## config.mk

```make
export PLATFORM = sky130hd
export DESIGN_NAME = fcs_regs
export DESIGN_NICKNAME = d
export VERILOG_FILES = /design/src/verilog/fcs_pkg.sv /design/src/verilog/fcs_ser_if.sv /design/src/verilog/fcs_pin_sync.sv /design/src/verilog/fcs_regs.sv /design/src/verilog/fcs_shifter.sv
export SDC_FILE = /design/constraint.sdc
export NUM_CORES = 1
export LEC_CHECK = 0
export BUFFER_PORTS_ARGS = -buffer_cell sky130_fd_sc_hd__buf_2
export CAP_MARGIN = 40
export CORE_MARGIN = 3
export CORE_UTILIZATION = 52
export CTS_CLUSTER_SIZE = 12
export DETAILED_ROUTE_END_ITERATION = 10
export MAX_ROUTING_LAYER = met4
export PLACE_DENSITY = 0.76
export REMOVE_ABC_BUFFERS = 1
export SETUP_SLACK_MARGIN = 0.4
export SLEW_MARGIN = 20
export SYNTH_ARGS = -nofsm -noshare
export SYNTH_HDL_FRONTEND = slang
export SYNTH_SLANG_ARGS = --single-unit
```

## constraint.sdc

```tcl
create_clock -name clk -period 2.5 [get_ports clk]
set_input_delay 0.25 -clock clk [delete_from_list [all_inputs] [get_ports clk]]
set_output_delay 0.25 -clock clk [all_outputs]
set_load 0.005 [all_outputs]
```

## src/verilog/fcs_pkg.sv

```systemverilog
// Functional notes
// RULE_01: Host keeps clock within dummy-cycle frequency ceiling.
// RULE_02: Config bit 7 low selects quad protocol.
// RULE_03: Config bit 6 low selects dual protocol.
// RULE_04: Both low means quad; applies after write.
// RULE_05: Config bit 4 enables hold/reset function.
// RULE_06: Bits 2:0 drive strength; default 111.
// RULE_07: Config readable and writable in every protocol.
// RULE_08: Flag bit 7 low while program/erase busy.
// RULE_09: Ready bit ignores plain write command cycles.
// RULE_10: Flag bit 6 shows erase suspend.
// RULE_11: Flag bit 2 shows program suspend.
// RULE_12: Flag bit 5 sets on erase failure.
// RULE_13: Flag bit 4 sets on program failure.
// RULE_14: Flag bit 1 sets on protection violation.
// RULE_15: Status bits follow their conditions automatically.
// RULE_16: Error bits stay set until clear command.
// RULE_17: Program/erase with error pending is error.
// RULE_18: Flags volatile, readable; bits 3,0 reserved.
// RULE_19: Read flags 70h, config read 65h, write 61h.
// RULE_20: Clear flags 50h, no address or data.
// RULE_21: Reserved bits always read back zero.
`default_nettype none
package fcs_pkg;
  typedef enum logic [1:0] {FCS_EXT, FCS_DUAL, FCS_QUAD} fcs_proto_t;

  // -------------------------------------------------------------------
  // Command codes
  // -------------------------------------------------------------------
  localparam logic [7:0] CMD_RD_FLAG = 8'h70;
  localparam logic [7:0] CMD_RD_CFG = 8'h65;
  localparam logic [7:0] CMD_WR_CFG = 8'h61;
  localparam logic [7:0] CMD_CLR_FLAG = 8'h50;

  // -------------------------------------------------------------------
  // Enhanced volatile configuration layout
  // -------------------------------------------------------------------
  localparam int CFG_QUAD_BIT = 7;
  localparam int CFG_DUAL_BIT = 6;
  localparam int CFG_HOLD_BIT = 4;
  localparam int CFG_DRV_LSB = 0;
  localparam int CFG_DRV_W = 3;
  localparam logic [7:0] CFG_WR_MASK = 8'hd7;
  localparam logic [7:0] CFG_RST = 8'hd7;
  localparam logic [2:0] DRV_RSV_A = 3'h0;
  localparam logic [2:0] DRV_RSV_B = 3'h4;

  // -------------------------------------------------------------------
  // Flag status layout
  // -------------------------------------------------------------------
  localparam int FLG_READY_BIT = 7;
  localparam int FLG_ESUSP_BIT = 6;
  localparam int FLG_EERR_BIT = 5;
  localparam int FLG_PERR_BIT = 4;
  localparam int FLG_PSUSP_BIT = 2;
  localparam int FLG_PROT_BIT = 1;
  localparam logic [7:0] FLG_RST = 8'h80;

  // -------------------------------------------------------------------
  // Serial lane bookkeeping
  // -------------------------------------------------------------------
  localparam logic [3:0] BITS_PER_BYTE = 4'h8;

  function automatic fcs_proto_t fcs_proto_of(input logic [7:0] cfg);
    if (!cfg[CFG_QUAD_BIT]) begin
      fcs_proto_of = FCS_QUAD;
    end else if (!cfg[CFG_DUAL_BIT]) begin
      fcs_proto_of = FCS_DUAL;
    end else begin
      fcs_proto_of = FCS_EXT;
    end
  endfunction

  function automatic logic [3:0] fcs_lanes(input fcs_proto_t p);
    unique case (p)
      FCS_EXT: fcs_lanes = 4'h1;
      FCS_DUAL: fcs_lanes = 4'h2;
      FCS_QUAD: fcs_lanes = 4'h4;
      default: fcs_lanes = 4'h1;
    endcase
  endfunction
endpackage
`default_nettype wire

```

## src/verilog/fcs_ser_if.sv

```systemverilog
`default_nettype none
interface fcs_ser_if;
  logic sclk_rise;
  logic sclk_fall;
  logic sel;
  logic [3:0] dq;
  modport src (output sclk_rise, output sclk_fall, output sel, output dq);
  modport dst (input sclk_rise, input sclk_fall, input sel, input dq);
endinterface
`default_nettype wire

```

## src/verilog/fcs_pin_sync.sv

```systemverilog
`default_nettype none
module fcs_pin_sync (
  input wire logic clk,          // Core clock
  input wire logic reset_n,      // Synchronous reset, active low
  input wire logic sclk,         // Serial clock pin
  input wire logic cs_n,         // Chip select pin, active low
  input wire logic [3:0] dq_i,   // Data pins, input side
  fcs_ser_if.src ser             // Synchronised events to core
);
  typedef struct packed {
    logic sclk_m;
    logic sclk_s;
    logic sclk_p;
    logic cs_m;
    logic cs_s;
    logic [3:0] dq_m;
    logic [3:0] dq_s;
  } fcs_sync_t;

  localparam fcs_sync_t SYNC_RST = '{1'b0, 1'b0, 1'b0, 1'b1, 1'b1,
                                     4'h0, 4'h0};

  fcs_sync_t q;
  fcs_sync_t d;

  // -------------------------------------------------------------------
  // Two-stage capture; the second stage feeds logic, with a third sclk stage for edge detection
  // -------------------------------------------------------------------
  always_comb begin
    d = q;
    d.sclk_m = sclk;
    d.sclk_s = q.sclk_m;
    d.sclk_p = q.sclk_s;
    d.cs_m = cs_n;
    d.cs_s = q.cs_m;
    d.dq_m = dq_i;
    d.dq_s = q.dq_m;
  end

  always_ff @(posedge clk) begin
    if (!reset_n) begin
      q <= SYNC_RST;
    end else begin
      q <= d;
    end
  end

  assign ser.sclk_rise = q.sclk_s & ~q.sclk_p;
  assign ser.sclk_fall = ~q.sclk_s & q.sclk_p;
  assign ser.sel = ~q.cs_s;
  assign ser.dq = q.dq_s;
endmodule
`default_nettype wire

```

## src/verilog/fcs_regs.sv

```systemverilog
`default_nettype none
module fcs_regs (
  input wire logic clk,            // Core clock, 250 MHz
  input wire logic reset_n,        // Synchronous reset, active low
  input wire logic sclk,           // Serial clock pin
  input wire logic cs_n,           // Chip select pin, active low
  input wire logic [3:0] dq_i,     // Data pins, input side
  output logic [3:0] dq_o,         // Data pins, output side
  output logic [3:0] dq_oe,        // Data pins, high while driven
  input wire logic pe_busy,        // Program or erase cycle running
  input wire logic erase_susp,     // Erase suspended or suspending
  input wire logic prog_susp,      // Program suspended or suspending
  input wire logic erase_fail,     // Erase failed, one-cycle pulse
  input wire logic prog_fail,      // Program failed, one-cycle pulse
  input wire logic prot_fail,      // Protection violation, pulse
  input wire logic prog_start,     // Program command accepted, pulse
  input wire logic erase_start,    // Erase command accepted, pulse
  output logic cmd_refused,        // Start met pending error, pulse
  output fcs_pkg::fcs_proto_t proto, // Active protocol
  output logic hold_reset_en,      // Hold/reset input function on
  output logic [2:0] drive_strength, // Output driver code
  output logic [7:0] cfg_value,    // Configuration register contents
  output logic [7:0] flag_status   // Flag status register contents
);
  typedef enum logic [2:0] {
    ST_CMD, ST_RD_FLAG, ST_RD_CFG, ST_WR_CFG, ST_WR_HAVE, ST_CLR, ST_SKIP
  } fcs_state_t;

  typedef struct packed {
    fcs_state_t st;
    logic [7:0] cfg;
    logic [7:0] wr_byte;
    logic eerr;
    logic perr;
    logic prot;
    logic [7:0] flg;
    logic refused;
    logic sel_p;
  } fcs_regs_t;

  localparam fcs_regs_t REGS_RST = '{ST_CMD, fcs_pkg::CFG_RST, 8'h00,
                                     1'b0, 1'b0, 1'b0, fcs_pkg::FLG_RST,
                                     1'b0, 1'b0};

  fcs_ser_if ser ();

  fcs_regs_t q;
  fcs_regs_t d;
  logic rx_valid;
  logic [7:0] rx_byte;
  logic [7:0] tx_byte;
  logic out_en;
  logic cs_rise;
  logic any_err;
  logic e_set;
  logic p_set;
  logic x_set;
  logic clr;
  logic [7:0] wr_cfg;

  // -------------------------------------------------------------------
  // Pin capture and serial shifting
  // -------------------------------------------------------------------
  fcs_pin_sync u_sync (
    .clk(clk),
    .reset_n(reset_n),
    .sclk(sclk),
    .cs_n(cs_n),
    .dq_i(dq_i),
    .ser(ser)
  );

  fcs_shifter u_shift (
    .clk(clk),
    .reset_n(reset_n),
    .ser(ser),
    .proto(proto),
    .tx_byte(tx_byte),
    .out_en(out_en),
    .rx_valid(rx_valid),
    .rx_byte(rx_byte),
    .dq_o(dq_o),
    .dq_oe(dq_oe)
  );

  // -------------------------------------------------------------------
  // Register read-out
  // -------------------------------------------------------------------
  assign out_en = (q.st == ST_RD_FLAG) || (q.st == ST_RD_CFG); // [RULE_07]
  assign tx_byte = (q.st == ST_RD_CFG) ? q.cfg : q.flg; // [RULE_18]
  assign cs_rise = q.sel_p & ~ser.sel;

  // -------------------------------------------------------------------
  // Error flag events
  // -------------------------------------------------------------------
  assign any_err = q.eerr | q.perr | q.prot;
  assign e_set = erase_fail | (erase_start & any_err); // [RULE_12] [RULE_17]
  assign p_set = prog_fail | (prog_start & any_err); // [RULE_13] [RULE_17]
  assign x_set = prot_fail; // [RULE_14]
  assign clr = cs_rise && (q.st == ST_CLR); // [RULE_20]

  // Reserved bits forced low; reserved drive codes keep the old code
  always_comb begin
    wr_cfg = q.wr_byte & fcs_pkg::CFG_WR_MASK; // [RULE_21]
    if ((q.wr_byte[2:0] == fcs_pkg::DRV_RSV_A) ||
        (q.wr_byte[2:0] == fcs_pkg::DRV_RSV_B)) begin
      wr_cfg[2:0] = q.cfg[2:0]; // [RULE_06]
    end
  end

  // -------------------------------------------------------------------
  // Command sequencing and register update
  // -------------------------------------------------------------------
  always_comb begin
    d = q;
    d.sel_p = ser.sel;
    d.refused = (prog_start | erase_start) & any_err; // [RULE_17]
    // Set wins over the clear command
    d.eerr = e_set | (q.eerr & ~clr); // [RULE_16]
    d.perr = p_set | (q.perr & ~clr); // [RULE_16]
    d.prot = x_set | (q.prot & ~clr); // [RULE_16]
    if (ser.sel && rx_valid) begin
      unique case (q.st)
        ST_CMD: begin
          unique case (rx_byte)
            fcs_pkg::CMD_RD_FLAG: d.st = ST_RD_FLAG; // [RULE_19]
            fcs_pkg::CMD_RD_CFG: d.st = ST_RD_CFG; // [RULE_19]
            fcs_pkg::CMD_WR_CFG: d.st = ST_WR_CFG; // [RULE_19]
            fcs_pkg::CMD_CLR_FLAG: d.st = ST_CLR; // [RULE_20]
            default: d.st = ST_SKIP;
          endcase
        end
        ST_WR_CFG: begin
          d.wr_byte = rx_byte;
          d.st = ST_WR_HAVE;
        end
        ST_CLR: d.st = ST_SKIP; // [RULE_20]
        ST_RD_FLAG, ST_RD_CFG, ST_WR_HAVE, ST_SKIP: d.st = q.st;
      endcase
    end
    if (cs_rise && (q.st == ST_WR_HAVE)) begin
      d.cfg = wr_cfg; // [RULE_04] [RULE_07]
    end
    if (!ser.sel) begin
      d.st = ST_CMD;
    end
    d.flg = 8'h00; // [RULE_18] [RULE_21]
    d.flg[fcs_pkg::FLG_READY_BIT] = ~pe_busy; // [RULE_08] [RULE_09]
    d.flg[fcs_pkg::FLG_ESUSP_BIT] = erase_susp; // [RULE_10] [RULE_15]
    d.flg[fcs_pkg::FLG_PSUSP_BIT] = prog_susp; // [RULE_11] [RULE_15]
    d.flg[fcs_pkg::FLG_EERR_BIT] = d.eerr; // [RULE_12]
    d.flg[fcs_pkg::FLG_PERR_BIT] = d.perr; // [RULE_13]
    d.flg[fcs_pkg::FLG_PROT_BIT] = d.prot; // [RULE_14]
  end

  always_ff @(posedge clk) begin
    if (!reset_n) begin
      q <= REGS_RST;
    end else begin
      q <= d;
    end
  end

  // -------------------------------------------------------------------
  // Configuration outputs
  // -------------------------------------------------------------------
  assign proto = fcs_pkg::fcs_proto_of(q.cfg); // [RULE_02] [RULE_03] [RULE_04]
  assign hold_reset_en = q.cfg[fcs_pkg::CFG_HOLD_BIT]; // [RULE_05]
  assign drive_strength =
    q.cfg[fcs_pkg::CFG_DRV_LSB +: fcs_pkg::CFG_DRV_W]; // [RULE_06]
  assign cfg_value = q.cfg;
  assign flag_status = q.flg;
  assign cmd_refused = q.refused;
endmodule
`default_nettype wire

```

## src/verilog/fcs_shifter.sv

```systemverilog
`default_nettype none
module fcs_shifter (
  input wire logic clk,                  // Core clock
  input wire logic reset_n,              // Synchronous reset, active low
  fcs_ser_if.dst ser,                    // Synchronised pin events
  input wire fcs_pkg::fcs_proto_t proto, // Active protocol
  input wire logic [7:0] tx_byte,        // Byte to send next
  input wire logic out_en,               // Drive the data lanes
  output logic rx_valid,                 // Byte received, one-cycle pulse
  output logic [7:0] rx_byte,            // Received byte
  output logic [3:0] dq_o,               // Data pins, output side
  output logic [3:0] dq_oe               // Data pins, high while driven
);
  typedef struct packed {
    logic [7:0] rx_sr;
    logic [3:0] rx_cnt;
    logic rx_valid;
    logic [7:0] rx_byte;
    logic [7:0] tx_sr;
    logic [3:0] tx_cnt;
    logic [3:0] dq_o;
  } fcs_shift_t;

  fcs_shift_t q;
  fcs_shift_t d;
  logic [3:0] lanes;
  logic [7:0] rx_next;
  logic [7:0] tx_cur;

  assign lanes = fcs_pkg::fcs_lanes(proto);

  // -------------------------------------------------------------------
  // Sample on rising edge, shift out on falling edge
  // -------------------------------------------------------------------
  always_comb begin
    d = q;
    d.rx_valid = 1'b0;
    rx_next = q.rx_sr;
    tx_cur = (q.tx_cnt == 4'h0) ? tx_byte : q.tx_sr;
    unique case (proto)
      fcs_pkg::FCS_EXT: rx_next = {q.rx_sr[6:0], ser.dq[0]};
      fcs_pkg::FCS_DUAL: rx_next = {q.rx_sr[5:0], ser.dq[1:0]};
      fcs_pkg::FCS_QUAD: rx_next = {q.rx_sr[3:0], ser.dq};
      default: rx_next = {q.rx_sr[6:0], ser.dq[0]};
    endcase
    if (!ser.sel) begin
      d.rx_cnt = 4'h0;
      d.tx_cnt = 4'h0;
    end else begin
      if (ser.sclk_rise) begin
        d.rx_sr = rx_next;
        if (q.rx_cnt + lanes == fcs_pkg::BITS_PER_BYTE) begin
          d.rx_cnt = 4'h0;
          d.rx_valid = 1'b1;
          d.rx_byte = rx_next;
        end else begin
          d.rx_cnt = q.rx_cnt + lanes;
        end
      end
      if (ser.sclk_fall && out_en) begin
        unique case (proto)
          fcs_pkg::FCS_EXT: d.dq_o = {2'h0, tx_cur[7], 1'b0};
          fcs_pkg::FCS_DUAL: d.dq_o = {2'h0, tx_cur[7:6]};
          fcs_pkg::FCS_QUAD: d.dq_o = tx_cur[7:4];
          default: d.dq_o = {2'h0, tx_cur[7], 1'b0};
        endcase
        d.tx_sr = tx_cur << lanes;
        if (q.tx_cnt == 4'h0) begin
          d.tx_cnt = fcs_pkg::BITS_PER_BYTE - lanes;
        end else begin
          d.tx_cnt = q.tx_cnt - lanes;
        end
      end
    end
  end

  always_ff @(posedge clk) begin
    if (!reset_n) begin
      q <= '0;
    end else begin
      q <= d;
    end
  end

  always_comb begin
    dq_oe = 4'h0;
    if (out_en && ser.sel) begin
      unique case (proto)
        fcs_pkg::FCS_EXT: dq_oe = 4'h2;
        fcs_pkg::FCS_DUAL: dq_oe = 4'h3;
        fcs_pkg::FCS_QUAD: dq_oe = 4'hf;
        default: dq_oe = 4'h2;
      endcase
    end
  end

  assign rx_valid = q.rx_valid;
  assign rx_byte = q.rx_byte;
  assign dq_o = q.dq_o;
endmodule
`default_nettype wire
```

==> reports/qor.csv <==
metric,value,unit
start_kind,register,
ys_seq_area_share,41.0,%
ctsHoldBuffers,0,
cts_sinks,72,
utilization,60.9,%
status,"complete, no violations",
fin_nets,450,
synth.cell_area,3520,sq um
path_clk_slew,0.07,ns
max_freq,499,MHz
cts_max_level,3,
wl_per_cell,14.7,um
rrSetupSlack,0.49,ns
dieArea,7790,sq um
synth_area_leaders,"dfxtp_1, mux2i_1, buf_4, a21oi_1, nor2_1",
cpMaxStageDelayCell,dfxtp_4,
critPathMaxFanout,5,
clockBufferDepth,2,
drc,0,
grt_pass1_wl,12300,um
drive_above_1_share,23.6,%
cellPowerDensity,521,nW/um^2
dieHeight,88.3,um
yosysUniqueCellTypes,65,
synth_ff_type,dfxtp_1,
gp_congestion,0.844,
worst-path-buf-inv,1,
syn2layout_area_growth,11.9,%
min_period,2.01,ns
worst_slew_pin_slew,0.637,ns
layout.cells.most_common,dfxtp_1,
path_class,register to register,
holdPathEnd,flag_status[7],
cts_root_buf,clkbuf_8,
pre_cts_slack,0.242,ns
ys_ff_latch,72,
rows,29,
layout_common_cells,"dfxtp_1, buf_2, a21oi_1, nor2_1, nand2_1",
ir_drop,0.408,mV
start_util,54.5,%
async_flop_share,0,%
final_antenna_net_count,0,
num_antenna_cells,0,
worstReg2RegStart,cfg_value[6],
crit_family,simple AND/OR/NAND/NOR gates,
overflow,0,
via_count,2901,
yosysTopAreaCell,dfxtp_1,
timing_hold_violations_final,0,
routed_via_density,5.69,
rr_endpoint,u_shift.rx_byte[4],
tns,0,ns
setup_ws,0.494,ns
arrival,2.23,ns
drtIter0Drc,192,
grt_use_total,20.6,%
cp_slowest_stage_delay,0.36,ns
maxSlewViolCount,0,
hold_class,input port to register,
io_buffer_count,42,
yosysWarnings,0,
die_x,88.3,um
leakage,1.65,nW
synth_edf_count,0,
hpwl,5160,um
cts_tree,built,
synth.avg_cell_area,8.80,sq um
drv_cap,0,
crit_path_cell_trace,"nand2b_4, xnor2_2, ha_2, or2_4, o211ai_1, buf_4, nand4_1, o21ai_0, a21oi_1",
grt_max_degree,39,
hold_path_depth,2,
grt_pass1_vias,2598,
syn_inst,400,
required,2.73,ns
antenna_found_initial,0,
insertion_delay,0.34,ns
rsz0062_at_grt,true,
min_period_over_period,80.2,%
drt-pass1-iter-count,5,
yosysTopAreaCellShare,41.0,%
rr_worst_depth,9,
critPathCaptureType,register,
setup_viol,0,
ioPinCount,47,
fin_worst_skew,0.00561,ns
min-delay-start,pe_busy,
num-fill-cells,545,
cts_buffers,9,
core_area,6460,sq um
slew_headroom,57.5,%
routed_wl,7480,um
metal layers:
metal / GRT usage, % / part of all wire [%] / routed length, um
met1: 26.0 / 44 / 3310
met3: 5.21 / 5.0 / 377
met4: 6.46 / 1.1 / 82
met2: 32.4 / 50 / 3710
met5: - / 0 / 0
Yosys cell counts (3+ instances only):
library cell  number
nand2_1           33
ha_1               6
o211ai_1           3
a221o_1            3
o21ai_0           18
mux2i_1           24
dfxtp_1           72
inv_1             13
o22ai_1            3
nand2b_1           6
a21oi_1           36
a211oi_1           4
nor3_2             3
nor2_1            34
and2_1            13
nor3_1             7
buf_2              7
nand3_1            9
buf_4             25
nand4_1            3
a31oi_1            3
a311oi_1           3
clkbuf_1          17
state kept, by name, summed over array words and instances, names as in the netlist:
name,flops
u_shift.rx_byte,8
u_sync.q,2
u_sync.d,7
u_sync.ser.dq,4
u_shift.dq_o,4
u_shift.rx_valid,1
cmd_refused,1
u_shift.q,23
q,10
flag_status,6
cfg_value,6
cell type report:
cell class,instances,area [sq um],area share (%)
multi-input cells,266,1790,45.5
flip-flops and latches,72,1450,36.8
repair buffers,65,383,9.73
clock buffers,13,149,3.78
well taps,77,96.3,2.45
inverters,14,52.6,1.34
clock inverters,3,17.5,0.445
kinds of logic after synthesis:
group,after synthesis,share of synthesized area [%]
AO/OA/AOI/OAI,92,17.2
XOR/XNOR,5,1.46
adder cells (fa/ha/maj),8,2.70
buffers and inverters,65,10.1
flip-flops,72,41.0
multiplexers,26,7.47
other,1,0.107
AND/OR/NAND/NOR,131,20.0
worst max path at each step:
stage,start,to,slack (ns),depth (start not counted)
finish,cfg_value[6],u_shift.rx_byte[4],0.49,9
global route,cfg_value[6],u_shift.rx_byte[0],0.35,9
CTS,cfg_value[6],u_shift.rx_byte[0],0.42,10
detailed placement,cfg_value[7],u_shift.rx_byte[6],0.24,9
global placement,cfg_value[7],u_shift.rx_byte[2],0.33,9
floorplan,cfg_value[7],u_shift.rx_byte[2],-0.36,8
metrics by stage:
| stage | hold slack [ns] | std cells | cell area, sq um | total power, mW |
|---|---|---|---|---|
| after floorplan | 0.312 | 352 | 3230 | 1.24 |
| after global placement | 0.391 | 488 | 3660 | 1.28 |
| after detailed placement | 0.394 | 488 | 3660 | 1.29 |
| after CTS | 0.0529 | 508 | 3860 | 2.07 |
| after global routing | 0.0709 | 510 | 3940 | 2.13 |
| final | 0.0617 | 510 | 3940 | 2.05 |
where the power goes:
part	total (mW)	internal (mW)	leakage [nW]	switching, mW
logic	0.0834	0.0373	0.983	0.0461
clock network	0.794	0.385	0.0834	0.409
registers	1.17	1.16	0.585	0.0122
total	2.05	1.59	1.65	0.467
repair_timing:
action                     4_1_cts  5_1_grt
setup buffers                    4        2
resized for setup                5       13
pin swaps                        4        4
gates cloned                     0        0
setup endpoints to repair        8       10
No activity file was read; power rests on OpenSTA's default activity.
